<file path="src/cgc_pkg.sv">
package cgc_pkg;
    localparam int CLK_HZ  = 100_000_000;
    localparam int TICK_HZ = 1_280_000;
    localparam logic [13:0] ACC_STEP = 14'(TICK_HZ / 10_000);
    localparam logic [13:0] ACC_MOD  = 14'(CLK_HZ / 10_000);
    localparam int MODE_LSB     = 2;
    localparam int HOLD_SEL_BIT = 4;
    localparam int READ_SEL_BIT = 7;
    typedef enum logic [1:0] {
        MODE_DUAL  = 2'b00,
        MODE_AUTO1 = 2'b01,
        MODE_STEP  = 2'b10,
        MODE_IMM   = 2'b11
    } gain_mode_t;
    localparam int HOLD_LONG_MS  = 50;
    localparam int HOLD_SHORT_MS = 25;
    localparam int HOLD_LONG_TICKS  = HOLD_LONG_MS * (TICK_HZ / 1000);
    localparam int HOLD_SHORT_TICKS = HOLD_SHORT_MS * (TICK_HZ / 1000);
    localparam int SLEW_KDB_S = 80;
    localparam int STEP_MDB   = 500;
    localparam logic [19:0] RATE_BASE_TICKS =
        20'(TICK_HZ * STEP_MDB / (SLEW_KDB_S * 1_000_000));
    localparam int GAIN_W = 7;
    localparam logic [GAIN_W-1:0] GAIN_RESET = 7'h00;
    localparam int DEC_OSR  = 64;
    localparam int OUT_HZ   = 40_000;
    localparam logic [5:0] OUT_TICKS = 6'(TICK_HZ / OUT_HZ);
    localparam int DAC_OSR  = 32;
    localparam int MOD_HZ   = 640_000;
    localparam logic [1:0] MOD_TICKS = 2'(TICK_HZ / MOD_HZ);
    localparam logic [1:0] FILT_50     = 2'h0;
    localparam logic [1:0] FILT_100    = 2'h1;
    localparam int HPF_SHIFT_50  = 7;
    localparam int HPF_SHIFT_100 = 6;
    localparam int FIFO_DEPTH = 8;
    localparam int DAC_W      = 20;
endpackage : cgc_pkg

</file>
<file path="src/compressor_gain_control.sv">
`timescale 1ns/1ns
module sample_fifo #(
    parameter int W = 20,
    parameter int D = 8
) (
    input  wire logic         clk_in,
    input  wire logic         rst_in,
    // Fill side
    input  wire logic [W-1:0] in_data_in,
    input  wire logic         in_valid_in,
    output logic              in_ready_out,
    // Drain side
    output logic [W-1:0]      out_data_out,
    output logic              out_valid_out,
    input  wire logic         out_ready_in
);
    localparam int AW = $clog2(D);
    logic [W-1:0] mem [D];
    logic [AW:0]  wr_ff;
    logic [AW:0]  rd_ff;
    wire full  = (wr_ff[AW] != rd_ff[AW]) &&
                 (wr_ff[AW-1:0] == rd_ff[AW-1:0]);
    wire empty = (wr_ff == rd_ff);
    wire push  = in_valid_in && !full;
    wire pop   = out_ready_in && !empty;
    assign in_ready_out  = !full;
    assign out_valid_out = !empty;
    assign out_data_out  = mem[rd_ff[AW-1:0]];
    always_ff @(posedge clk_in) begin
        if (push) begin
            mem[wr_ff[AW-1:0]] <= in_data_in;
        end
    end
    always_ff @(posedge clk_in) begin
        if (rst_in) begin
            wr_ff <= '0;
            rd_ff <= '0;
        end else begin
            wr_ff <= wr_ff + (AW+1)'(push);
            rd_ff <= rd_ff + (AW+1)'(pop);
        end
    end
endmodule : sample_fifo

module rate_tick (
    input  wire logic        clk_in,
    input  wire logic        rst_in,
    input  wire logic        tick_in,
    input  wire logic        run_in,
    input  wire logic [19:0] period_in,
    output logic             pulse_out
);
    logic [19:0] cnt_ff;
    wire last = (cnt_ff >= period_in - 20'h0_0001);
    assign pulse_out = run_in && tick_in && last;
    always_ff @(posedge clk_in) begin
        if (rst_in || !run_in) begin
            cnt_ff <= '0;
        end else if (tick_in) begin
            cnt_ff <= last ? 20'h0_0000 : cnt_ff + 20'h0_0001;
        end
    end
endmodule : rate_tick

module compressor_gain_control #(
    parameter int HOLD_LONG  = cgc_pkg::HOLD_LONG_TICKS,
    parameter int HOLD_SHORT = cgc_pkg::HOLD_SHORT_TICKS
) (
    // Clock and reset
    input  wire logic        clk_in,
    input  wire logic        rst_in,
    // Configuration
    input  wire logic [7:0]  compressor_control_reg_in,
    input  wire logic [7:0]  fast_rate_select_reg_in,
    input  wire logic [7:0]  slow_rate_format_reg_in,
    input  wire logic [7:0]  gain_target_reg_in,
    input  wire logic [1:0]  filter_format_reg_in,
    // Level comparators
    input  wire logic        upper_level_threshold_in,
    input  wire logic        below_lower_in,
    // Gain
    output logic [cgc_pkg::GAIN_W-1:0] gain_code_out,
    output logic [7:0]       gain_read_out,
    // Converter samples
    input  wire logic        mod_bit_in,
    output logic [15:0]      sample_out,
    output logic             sample_valid_out,
    // DAC words
    input  wire logic [cgc_pkg::DAC_W-1:0] dac_word_in,
    input  wire logic        dac_valid_in,
    output logic             dac_ready_out,
    output logic [3:0]       dac_level_out
);
    import cgc_pkg::*;

    // System tick generation
    logic [13:0] acc_ff;
    wire [13:0] acc_sum = acc_ff + ACC_STEP;
    wire tick = (acc_sum >= ACC_MOD);
    always_ff @(posedge clk_in) begin
        if (rst_in) begin
            acc_ff <= '0;
        end else begin
            acc_ff <= tick ? acc_sum - ACC_MOD : acc_sum;
        end
    end

    logic [1:0] up_sync_ff;
    logic [1:0] lo_sync_ff;
    logic [1:0] bit_sync_ff;
    always_ff @(posedge clk_in) begin
        if (rst_in) begin
            up_sync_ff  <= '0;
            lo_sync_ff  <= '0;
            bit_sync_ff <= '0;
        end else begin
            up_sync_ff  <= {up_sync_ff[0], upper_level_threshold_in};
            lo_sync_ff  <= {lo_sync_ff[0], below_lower_in};
            bit_sync_ff <= {bit_sync_ff[0], mod_bit_in};
        end
    end
    wire upper_s = up_sync_ff[1];
    wire below_s = lo_sync_ff[1];

    wire [1:0] mode = compressor_control_reg_in[MODE_LSB+1:MODE_LSB];
    wire is_dual  = (mode == MODE_DUAL);
    wire is_auto  = (mode == MODE_DUAL) || (mode == MODE_AUTO1);
    wire is_step  = (mode == MODE_STEP);
    wire [GAIN_W-1:0] tgt = gain_target_reg_in[GAIN_W-1:0];

    logic [GAIN_W-1:0] fast_ff;
    logic [GAIN_W-1:0] slow_ff;
    logic [GAIN_W-1:0] gain_ff;
    logic [16:0]       hold_ff;

    wire [16:0] hold_lim = compressor_control_reg_in[HOLD_SEL_BIT] ?
                           17'(HOLD_SHORT) : 17'(HOLD_LONG);
    wire hold_done = (hold_ff >= hold_lim);
    always_ff @(posedge clk_in) begin
        if (rst_in || !below_s) begin
            hold_ff <= '0;
        end else if (tick && !hold_done) begin
            hold_ff <= hold_ff + 17'h0_0001;
        end
    end

    // rate periods; code 0 is the 80 KdB/s step
    wire [19:0] fa_per = RATE_BASE_TICKS << fast_rate_select_reg_in[3:0];
    wire [19:0] fr_per = RATE_BASE_TICKS << fast_rate_select_reg_in[7:4];
    wire [19:0] sa_per = RATE_BASE_TICKS << slow_rate_format_reg_in[3:0];
    wire [19:0] sr_per = RATE_BASE_TICKS << slow_rate_format_reg_in[7:4];
    wire fa_run = is_auto ? upper_s : (is_step && gain_ff > tgt);
    wire fr_run = is_auto ? (hold_done && !upper_s)
                          : (is_step && gain_ff < tgt);
    wire sa_run = is_dual && (slow_ff > fast_ff);
    wire sr_run = is_dual && (slow_ff < fast_ff);
    wire fa_tick;
    wire fr_tick;
    wire sa_tick;
    wire sr_tick;
    rate_tick u_fa (.clk_in(clk_in), .rst_in(rst_in), .tick_in(tick),
        .run_in(fa_run), .period_in(fa_per), .pulse_out(fa_tick));
    rate_tick u_fr (.clk_in(clk_in), .rst_in(rst_in), .tick_in(tick),
        .run_in(fr_run), .period_in(fr_per), .pulse_out(fr_tick));
    rate_tick u_sa (.clk_in(clk_in), .rst_in(rst_in), .tick_in(tick),
        .run_in(sa_run), .period_in(sa_per), .pulse_out(sa_tick));
    rate_tick u_sr (.clk_in(clk_in), .rst_in(rst_in), .tick_in(tick),
        .run_in(sr_run), .period_in(sr_per), .pulse_out(sr_tick));

    logic [GAIN_W-1:0] nxt_fast;
    always_comb begin
        nxt_fast = fast_ff;
        if (!is_auto) begin
            nxt_fast = gain_ff;
        end else if (fast_ff > tgt) begin
            nxt_fast = tgt;
        end else if (fa_tick && fast_ff != '0) begin
            nxt_fast = fast_ff - 7'h01;
        end else if (fr_tick && fast_ff < tgt) begin
            nxt_fast = fast_ff + 7'h01;
        end
    end

    logic [GAIN_W-1:0] nxt_slow;
    always_comb begin
        nxt_slow = slow_ff;
        if (!is_dual) begin
            nxt_slow = fast_ff;
        end else if (sa_tick) begin
            nxt_slow = slow_ff - 7'h01;
        end else if (sr_tick) begin
            nxt_slow = slow_ff + 7'h01;
        end
    end

    logic [GAIN_W-1:0] nxt_gain;
    always_comb begin
        case (mode)
            MODE_DUAL:  nxt_gain = (fast_ff < slow_ff) ? fast_ff : slow_ff;
            MODE_AUTO1: nxt_gain = fast_ff;
            MODE_STEP: begin
                nxt_gain = gain_ff;
                if (fa_tick) begin
                    nxt_gain = gain_ff - 7'h01;
                end else if (fr_tick) begin
                    nxt_gain = gain_ff + 7'h01;
                end
            end
            MODE_IMM:   nxt_gain = tgt;
            default:    nxt_gain = gain_ff;
        endcase
    end

    wire [7:0] nxt_read = gain_target_reg_in[READ_SEL_BIT] ?
                          {1'b0, gain_ff} : gain_target_reg_in;
    always_ff @(posedge clk_in) begin
        if (rst_in) begin
            fast_ff       <= GAIN_RESET;
            slow_ff       <= GAIN_RESET;
            gain_ff       <= GAIN_RESET;
            gain_read_out <= '0;
        end else begin
            fast_ff       <= nxt_fast;
            slow_ff       <= nxt_slow;
            gain_ff       <= nxt_gain;
            gain_read_out <= nxt_read;
        end
    end
    assign gain_code_out = gain_ff;

    logic [DEC_OSR-1:0] dec_sr_ff;
    logic [6:0]         dec_sum_ff;
    logic [5:0]         out_cnt_ff;
    wire out_tick = tick && (out_cnt_ff == OUT_TICKS - 6'h01);
    always_ff @(posedge clk_in) begin
        if (rst_in) begin
            dec_sr_ff  <= '0;
            dec_sum_ff <= '0;
            out_cnt_ff <= '0;
        end else if (tick) begin
            dec_sr_ff  <= {dec_sr_ff[DEC_OSR-2:0], bit_sync_ff[1]};
            dec_sum_ff <= dec_sum_ff + 7'(bit_sync_ff[1])
                          - 7'(dec_sr_ff[DEC_OSR-1]);
            out_cnt_ff <= out_tick ? 6'h00 : out_cnt_ff + 6'h01;
        end
    end
    wire signed [17:0] dec_wide =
        $signed({1'b0, dec_sum_ff, 10'h000}) - 18'sh0_8000;
    wire signed [15:0] dec_x = (dec_wide > 18'sh0_7FFF) ?
                               16'sh7FFF : dec_wide[15:0];

    // first-order high-pass; reset code is 50 Hz
    logic signed [15:0] hp_x_ff;
    logic signed [17:0] hp_y_ff;
    wire bypass = filter_format_reg_in[1];
    wire signed [17:0] hp_leak = (filter_format_reg_in == FILT_100) ?
        (hp_y_ff >>> HPF_SHIFT_100) : (hp_y_ff >>> HPF_SHIFT_50);
    wire signed [17:0] hp_y = 18'(dec_x) - 18'(hp_x_ff) + hp_y_ff - hp_leak;
    wire signed [15:0] hp_sat =
        (hp_y > 18'sh0_7FFF)  ? 16'sh7FFF :
        (hp_y < -18'sh0_8000) ? -16'sh8000 : hp_y[15:0];
    always_ff @(posedge clk_in) begin
        if (rst_in) begin
            hp_x_ff          <= '0;
            hp_y_ff          <= '0;
            sample_out       <= '0;
            sample_valid_out <= 1'b0;
        end else begin
            sample_valid_out <= out_tick;
            if (out_tick) begin
                hp_x_ff    <= dec_x;
                hp_y_ff    <= 18'(hp_sat);
                sample_out <= bypass ? dec_x : hp_sat;
            end
        end
    end

    // word fetch at 40 kHz, modulator at 640 kHz
    wire [DAC_W-1:0] fifo_word;
    wire             fifo_valid;
    logic [4:0] word_cnt_ff;
    logic [1:0] mod_cnt_ff;
    wire word_tick = tick && (word_cnt_ff == 5'(DAC_OSR - 1));
    wire mod_tick  = tick && (mod_cnt_ff == MOD_TICKS - 2'h1);
    wire fifo_pop  = word_tick && fifo_valid;
    sample_fifo #(.W(DAC_W), .D(FIFO_DEPTH)) u_fifo (
        .clk_in       (clk_in),
        .rst_in       (rst_in),
        .in_data_in   (dac_word_in),
        .in_valid_in  (dac_valid_in),
        .in_ready_out (dac_ready_out),
        .out_data_out (fifo_word),
        .out_valid_out(fifo_valid),
        .out_ready_in (fifo_pop)
    );
    logic signed [DAC_W-1:0] word_ff;
    logic [15:0]             err_ff;
    wire signed [20:0] mod_sum = 21'(word_ff) + $signed({5'h00, err_ff});
    wire mod_ovf = (mod_sum[20] != mod_sum[19]);
    always_ff @(posedge clk_in) begin
        if (rst_in) begin
            word_cnt_ff   <= '0;
            mod_cnt_ff    <= '0;
            word_ff       <= '0;
            err_ff        <= '0;
            dac_level_out <= '0;
        end else begin
            if (tick) begin
                word_cnt_ff <= word_tick ? 5'h00 : word_cnt_ff + 5'h01;
                mod_cnt_ff  <= mod_tick ? 2'h0 : mod_cnt_ff + 2'h1;
            end
            if (fifo_pop) begin
                word_ff <= fifo_word;
            end
            if (mod_tick) begin
                dac_level_out <= mod_ovf ? 4'h7 : mod_sum[19:16];
                err_ff        <= mod_ovf ? err_ff : mod_sum[15:0];
            end
        end
    end
endmodule : compressor_gain_control

</file>
<file path="config.mk">
export PLATFORM = sky130hd
export DESIGN_NAME = compressor_gain_control
export DESIGN_NICKNAME = d
export VERILOG_FILES = /design/src/cgc_pkg.sv /design/src/compressor_gain_control.sv
export SDC_FILE = /design/constraint.sdc
export NUM_CORES = 1
export LEC_CHECK = 0
export ABC_AREA = 1
export BUFFER_PORTS_ARGS = -buffer_cell sky130_fd_sc_hd__buf_4
export CORE_ASPECT_RATIO = 1.2
export CORE_MARGIN = 1
export CORE_UTILIZATION = 53
export CTS_BUF_LIST = sky130_fd_sc_hd__clkbuf_8
export DETAILED_ROUTE_END_ITERATION = 6
export GPL_ROUTABILITY_DRIVEN = 0
export PLACE_DENSITY = 0.7
export SYNTH_ARGS = -nofsm -noshare
export SYNTH_HDL_FRONTEND = slang
export SYNTH_HIERARCHICAL = 1
export SYNTH_SLANG_ARGS = --single-unit
</file>
<file path="constraint.sdc">
create_clock -name clk_in -period 6.4 [get_ports clk_in]
set_input_delay 1.28 -clock clk_in [delete_from_list [all_inputs] [get_ports clk_in]]
set_output_delay 1.28 -clock clk_in [all_outputs]
set_load 0.05 [all_outputs]
</file>
==> metrics.md, run 1 <==
| Metric | Value |
|---|---|
| Yosys synthesis warning count | `6` |
| Number of setup buffers added after CTS | `0` |
| Critical Path Fanout Max | `18` |
| Startpoint types | `primary input` |
| First-pass GRT wire length | `around 100000 µm` |
| Area after DPL | `between 20000 and 30000 µm²` |
| Layout Nets | `around 4000` |
| Initial DRC count | `1330` |
| TritonCTS clock tree | `done` |
| Die H | `256.0 µm` |
| Vias per cell | `5.058` |
| Post-CTS resize count | `0` |
| Count of max-cap constraint violations | `0` |
| Reg2reg setup slack | `~1.4 ns` |
| Gr usage total | `between 20% and 30%` |
| Fillers | `roughly 4900` |
| Tcrit/Tclk final | `about 80%` |
| Syn Inst Count | `roughly 3700` |
| Post-Syn Area per Cell | `about 7.7 µm²` |
| Die area | `between 50000 and 60000 µm²` |
| Site Rows | `about 90` |
| CTS sink cnt | `around 470` |
| Vias in the first global route | `about 22000` |
| Largest net degree at the start of global routing | `96` |
| RSZ-0062 raised after global routing | `false` |
| HP Class | `flop to flop` |
| Final hold violations | `0` |
| Initial antenna violation count | `1` |
| Synth Register Bits | `between 400 and 500` |
| Highest clock rate | `around 190 MHz` |
| Worst slew margin | `between 30% and 40%` |
| Post-layout min period | `around 5.1 ns` |
| Arr. time, crit path | `between 5 and 6 ns` |
| CTS H-tree lvls | `3` |
| Async set-or-reset flop fraction in the synthesized netlist | `0%` |
| Register area share after synthesis | `between 30% and 40%` |
| Pin slew with the least headroom to its limit | `slightly above 1 ns` |
| Critical Path Sink Type | `flop` |
| Mapped cell area | `roughly 29000 µm²` |
| P per Cell Area | `208.6 nW/µm²` |
| Final setup vio count | `0` |
| Total power | `approximately 6.5 mW` |
| I/O pins | `97` |
| Setup TNS | `0 ns` |
| Clock transition at path regs | `0.06 ns` |
| Via count | `between 20000 and 25000` |
| Final Non-Filler Cells | `roughly 4600` |
| Lkg Pwr | `approximately 14 nW` |
| Detailed Routing Iterations Pass 1 | `5` |
| WL/cell | `13.22 µm` |
| Hold_buf cts | `0` |
| Status | `finished, final reports clean` |
| Crit path kind | `primary input to flop` |
| Worst skew pair latency | `between 0.6 and 0.7 ns` |
| Starting density of the core | `53.95%` |
| Ys flop type | `dfxtp_1` |
| P&R area growth vs syn | `9.596%` |
| Num CTS Buffers | `80` |
| Number of remaining DRC errors | `0` |
| CTS root buf | `clkbuf_8` |
| VDD IR max | `0.1917 mV` |
| Post-synthesis cell type count | `67` |
| Final Instance Area | `about 31000 µm²` |
| Core area | `around 53000 µm²` |
| Post-synth EDFFs | `160` |
| Post-DP HPWL | `42090 µm` |
| Req. time, crit path | `roughly 7.0 ns` |
| Antenna viol nets, final | `0` |
| Final wirelength | `60650 µm` |
| Global route overflow | `0` |
| Max-slew violations | `0` |
| Skew final | `0.05816 ns` |
| Die width | `around 210 µm` |
| Share of cells above drive strength 1 | `approximately 8.7%` |
| CTS max path bufs | `3` |
| # placed instances | `between 4000 and 5000` |
| PortBufs | `90` |
[layer usage]
| layer | up-vias | wire (µm) | global-route usage [%] |
|---|---|---|---|
| li1 | 12230 | - | - |
| met1 | 10470 | 27210 | 27.73 |
| met2 | 376 | 29590 | 39.28 |
| met3 | 120 | 2258 | 3.276 |
| met4 | 0 | 1584 | 8.333 |
| met5 | - | 0 | 0 |
[per-stage QoR]
stage          setup slack, ns  hold slack, ns  util (%)
6_report                 1.261          0.3870     59.12
3_5_place_dp            0.5925          0.3938     56.10
2_1_floorplan            1.114          0.3883         -
5_1_grt                 0.9005          0.4007     59.12
3_3_place_gp            0.7386          0.3903     56.10
4_1_cts                  1.340          0.3856     59.12
[worst max-delay path: stages]
cell and delay (ns):
buf_4 0.17, inv_1 0.19, nand2_1 0.34, o21ai_0 0.39, fa_1 0.49, xor2_1 0.18, xnor2_1 0.14, ha_1 0.18
inv_1 0.10, fa_1 0.42, inv_1 0.07, nand3_1 0.06, nand2_1 0.15, nand2_1 0.07, nand2_1 0.13, nand2_1 0.09
nand3_1 0.08, nand2_1 0.08, nand2_1 0.06, nand2_1 0.36, nand2_1 0.17, nand2_1 0.07, o21ai_0 0.31, nand2_1 0.10
[worst paths after layout]
| path | startpoint | to | depth (start not counted) |
|---|---|---|---|
| setup / recovery | filter_format_reg_in[1] | sample_out[10]$_SDFFE_PP0P_ | 24 |
| hold / removal | up_sync_ff[0]$_SDFF_PP0_ | up_sync_ff[1]$_SDFF_PP0_ | 2 |
| hold reg to reg | up_sync_ff[0]$_SDFF_PP0_ | up_sync_ff[1]$_SDFF_PP0_ | 2 |
| setup reg to reg | dec_sum_ff[6]$_SDFFE_PP0N_ | sample_out[10]$_SDFFE_PP0P_ | 26 |
[cells in the final DEF, fill, tap and decap left out, types with 9 or more instances in the layout]
| cell type | count |
|---|---|
| nand3_2 | 9 |
| nand4_1 | 40 |
| buf_4 | 109 |
| nand3_1 | 136 |
| o21ai_1 | 84 |
| nand2_1 | 755 |
| xor2_1 | 122 |
| ha_1 | 187 |
| clkbuf_8 | 94 |
| a21oi_1 | 186 |
| dfxtp_1 | 311 |
| xnor2_1 | 57 |
| nor2_2 | 36 |
| nand2_2 | 11 |
| conb_1 | 29 |
| a31oi_1 | 12 |
| nor3_1 | 42 |
| edfxtp_1 | 160 |
| nor2_4 | 17 |
| o21ai_0 | 229 |
| o22ai_1 | 11 |
| nor2_1 | 628 |
| fa_1 | 36 |
| inv_1 | 442 |
| o211ai_1 | 18 |
[cell families (layout without fill, tap and decap cells)]
kind of cell	after synthesis	in the layout	share of synthesized area, %
xor gates and xnor gates	181	181	5.654
AOI/OAI and AO/OA	574	574	10.69
and+or+nand+nor	1724	1724	25.98
other	1	30	0.01316
adders and majority gates	223	223	10.74
DFF	473	473	38.84
muxes	4	4	0.1405
buffers and inverters	538	673	7.945
[area by class of cell]
type	count	area, µm²	area share, %
Multi-Input combinational cell	2735	15270	48.89
Antenna cell	1	2.502	0.008011
Clock inverter	48	300.3	0.9613
Clock buffer	94	1294	4.141
Tap cell	705	882.1	2.824
Timing Repair Buffer	109	818.3	2.619
Inverter	422	1595	5.107
Sequential cell	473	11070	35.45
[synth_stat cells, types with 11 or more instances]
| master | count | area (µm²) |
|---|---|---|
| nand3_1 | 136 | 680.7 |
| dfxtp_1 | 313 | 6266 |
| clkbuf_1 | 35 | 131.4 |
| nand4_1 | 40 | 250.2 |
| buf_6 | 14 | 157.7 |
| o22ai_1 | 11 | 68.82 |
| o21ai_1 | 84 | 420.4 |
| a31oi_1 | 12 | 75.07 |
| xnor2_1 | 57 | 499.2 |
| nor2_1 | 628 | 2357 |
| buf_4 | 21 | 157.7 |
| edfxtp_1 | 160 | 4805 |
| a21oi_1 | 186 | 930.9 |
| xor2_1 | 122 | 1069 |
| ha_1 | 187 | 2340 |
| nor2_2 | 36 | 225.2 |
| nand2_2 | 11 | 68.82 |
| nor2_4 | 17 | 191.4 |
| o21ai_0 | 229 | 1146 |
| nor3_1 | 42 | 210.2 |
| buf_2 | 40 | 200.2 |
| o211ai_1 | 18 | 135.1 |
| inv_1 | 412 | 1546 |
| fa_1 | 36 | 720.7 |
| nand2_1 | 755 | 2834 |
[sequential cells by signal, indices dropped and copies added (netlist names), 5 cells and up]
signal         count
gain_read_out      7
u_sa/cnt_ff       20
out_cnt_ff         6
u_sr/cnt_ff       20
word_ff           20
u_fr/cnt_ff       20
hp_y_ff           16
sample_out        16
u_fa/cnt_ff       20
fast_ff            7
word_cnt_ff        5
hp_x_ff            7
acc_ff            10
dec_sum_ff         7
dec_sr_ff         64
err_ff            16
u_fifo/mem       160
gain_code_out      7
hold_ff           17
slow_ff            7
[power breakdown]
part	internal [mW]	switching (mW)
Clock	1.43	1.24
Combinational	0.225	0.436
Sequential	3.15	0.0391
No activity file was read; power rests on OpenSTA's default activity.
==> run 2: changes to the inputs <==
Clock period 6.4 ns to 4.8 ns, I/O delays scaled along.
==> run 2 against run 1 <==
  * Core utilization rose by 1.4 points
  * Sequential share of layout area fell by 0.84 points
  * Via count rose by 1.4%
  * Largest cell class unchanged
  * Critical path depth rose by 10
  * Largest power group unchanged
==> metrics.md, run 2 (synthesized netlist as in run 1, its figures left out) <==
| Metric | Value |
|---|---|
| Final wirelength | `61490 µm (+1.4%)` |
| Met1 Usage GRT | `28.12% (+0.39 points)` |
| Vias per cell | `5.037 (-0.42%)` |
| Critical Path Sink Type | `flop` |
| TritonCTS clock tree | `done` |
| Hold_buf cts | `0 (unchanged)` |
| Reg2reg setup slack | `0.43 ns (-0.95 ns)` |
| VDD IR max | `0.2348 mV (+22%)` |
| Setup WS pre-CTS | `-0.2496 ns (-0.8421 ns)` |
| I/O pins | `97 (unchanged)` |
| Lkg Pwr | `14.08 nW (+3.2%)` |
| Via count | `23530 (+1.4%)` |
| Max-slew violations | `0 (unchanged)` |
| Critical R2R Capture | `hp_y_ff[3]$_SDFFE_PP0P_` |
| CP top delay family | `simple AND/OR/NAND/NOR gates` |
| Area after DPL | `30240 µm² (+2.0%)` |
| Most frequent cells in the layout | `754 x nand2_1, 626 x nor2_1, 437 x inv_1` |
| First-pass GRT wire length | `103100 µm (+1.6%)` |
| Top cell by count, worst path | `nand2_1` |
| Core area | `52840 µm² (unchanged)` |
| P&R area growth vs syn | `12.25%` |
| Initial DRC count | `1153 (-13%)` |
| GRT met2 Usage | `39.51% (+0.23 points)` |
| Largest register FFs | `160 (unchanged)` |
| Die width | `213.7 µm (unchanged)` |
| PortBufs | `90 (unchanged)` |
| Num CTS Buffers | `81 (+1.3%)` |
| Hold wc startpoint | `bit_sync_ff[0]$_SDFF_PP0_` |
| Skew final | `0.04635 ns (-0.01180 ns)` |
| GRT busiest layer | `met2` |
| Buf/Inv on CP | `7 (+3)` |
| Critical Path Fanout Max | `5 (-13)` |
| Req. time, crit path | `5.29 ns (-1.66 ns)` |
| Setup crit end | `fast_ff[3]$_SDFFE_PP0P_` |
| Worst skew pair latency | `0.67 ns (about the same)` |
| Minimum hold slack | `0.4099 ns (+0.02292 ns)` |
| Initial antenna violation count | `1 (unchanged)` |
| Die H | `256.0 µm (unchanged)` |
| Site Rows | `92 (unchanged)` |
| Clock transition at path regs | `0.06 ns (about the same)` |
| Crit path kind | `primary input to flop` |
| Gr usage total | `22.85% (+0.36 points)` |
| Largest net degree at the start of global routing | `96 (unchanged)` |
| Post-DP HPWL | `43340 µm (+3.0%)` |
| Pin slew with the least headroom to its limit | `0.9805 ns (-0.03656 ns)` |
| CTS H-tree lvls | `3 (unchanged)` |
| P per Cell Area | `279.9 nW/µm² (+34%)` |
| CTS root buf | `clkbuf_8` |
| Worst Reg-to-Reg Cells | `24 (-7.7%)` |
| Layout Utilization | `60.56% (+1.4 points)` |
| Slowest stage cell, crit path | `ha_1` |
| CP startpoint | `fast_rate_select_reg_in[2]` |
| Global route overflow | `0 (unchanged)` |
| Final hold violations | `0 (unchanged)` |
| RSZ-0062 raised after global routing | `false` |
| Share of cells above drive strength 1 | `10.84% (+2.1 points)` |
| Arr. time, crit path | `4.87 ns (-0.82 ns)` |
| Vias in the first global route | `22010 (+0.98%)` |
| Die area | `54720 µm² (unchanged)` |
| Most common library cell in the layout ignoring fill and taps | `nand2_1` |
| Worst slew margin | `34.39% (+2.5 points)` |
| Final setup vio count | `0 (unchanged)` |
| Fillers | `4833 (-0.68%)` |
| Slowest stage delay, CP | `0.33 ns (-0.16 ns)` |
| Starting density of the core | `53.95% (unchanged)` |
| Post-route setup slack | `0.4253 ns (-0.8357 ns)` |
| Layout Nets | `4185 (+2.0%)` |
| Post-layout min period | `between 4 and 5 ns` |
| Startpoint types | `primary input` |
| CP Depth | `34 (+42%)` |
| Number of remaining DRC errors | `0 (unchanged)` |
| HP Class | `flop to flop` |
| CTS max path bufs | `3 (unchanged)` |
| Highest clock rate | `roughly 230 MHz` |
| Worst R2R Start | `dec_sum_ff[6]$_SDFFE_PP0N_` |
| Antenna viol nets, final | `0 (unchanged)` |
| GR met3 Demand/Resource | `3.325% (+0.049 points)` |
| Status | `finished, final reports clean` |
| Final Instance Area | `32000 µm² (+2.4%)` |
| WL/cell | `13.16 µm (-0.45%)` |
| CTS sink cnt | `473 (unchanged)` |
| Count of max-cap constraint violations | `0 (unchanged)` |
| Tcrit/Tclk final | `approximately 91%` |
| Detailed Routing Iterations Pass 1 | `6 (+1)` |
==> run 2: changes by cell type in the layout (fill, tap and decap cells not counted), moves of 3 or more <==
cell,before,now
bufinv_16,2,6
inv_1,442,437
clkinv_1,2,8
buf_4,109,187
nand3_2,9,12
nand3_1,136,133
==> run 2: worst min-delay path by stage <==
stage                                endpoint  slack, ns  cells after the start
finish              bit_sync_ff[1]$_SDFF_PP0_       0.41                      2
global route         up_sync_ff[1]$_SDFF_PP0_       0.43                      2
CTS                 bit_sync_ff[1]$_SDFF_PP0_       0.41                      2
detailed placement   lo_sync_ff[1]$_SDFF_PP0_       0.40                      2
global placement    bit_sync_ff[1]$_SDFF_PP0_       0.39                      2
floorplan           bit_sync_ff[1]$_SDFF_PP0_       0.39                      2
==> run 2: layer usage <==
layer  part of all wire (%)  routed length, µm  vias up
li1                       -                  -    12410
met1                     44              27160    10560
met2                     49              30010      430
met3                    4.0               2458      126
met4                    3.0               1864        0
met5                      0                  0        -
==> run 2: layout make-up <==
cell class                 count  area, µm²  share of cell area [%]
tap                          705      882.1                   2.757
clock buffer                  92       1266                   3.957
sequential                   473      11070                   34.61
antenna                        1      2.502                0.007821
clock inverter                55      422.9                   1.322
timing repair buffer         189       1444                   4.513
inverter                     422       1595                   4.986
multi-input combinational   2735      15310                   47.85
==> run 2: tightest hold or removal path: stages (launching register included) <==
cell and delay, ns:
dfxtp_1 0.29, inv_1 0.05, nor2_1 0.03
==> run 2: timing repair <==
| item | CTS | global route |
|---|---|---|
| setup endpoints to repair | 0 | 33 |
| gates resized for setup | 0 | 10 |
| buffers inserted | 0 | 2 |
==> run 2: report_power, final <==
part	internal [mW]	switching [mW]
Sequential	4.20	0.0520
Clock	2.10	1.66
Combinational	0.347	0.596
Total	6.64	2.31
==> run 2: per-stage QoR <==
stage | power [mW] | instances | TNS (ns)
CTS | 9.075 | 4669 | 0
global placement | 5.262 | 4522 | -1.334
floorplan | 4.972 | 3746 | 0
finish | 8.955 | 4672 | 0
detailed placement | 5.274 | 4522 | -2.441
global route | 9.376 | 4672 | 0
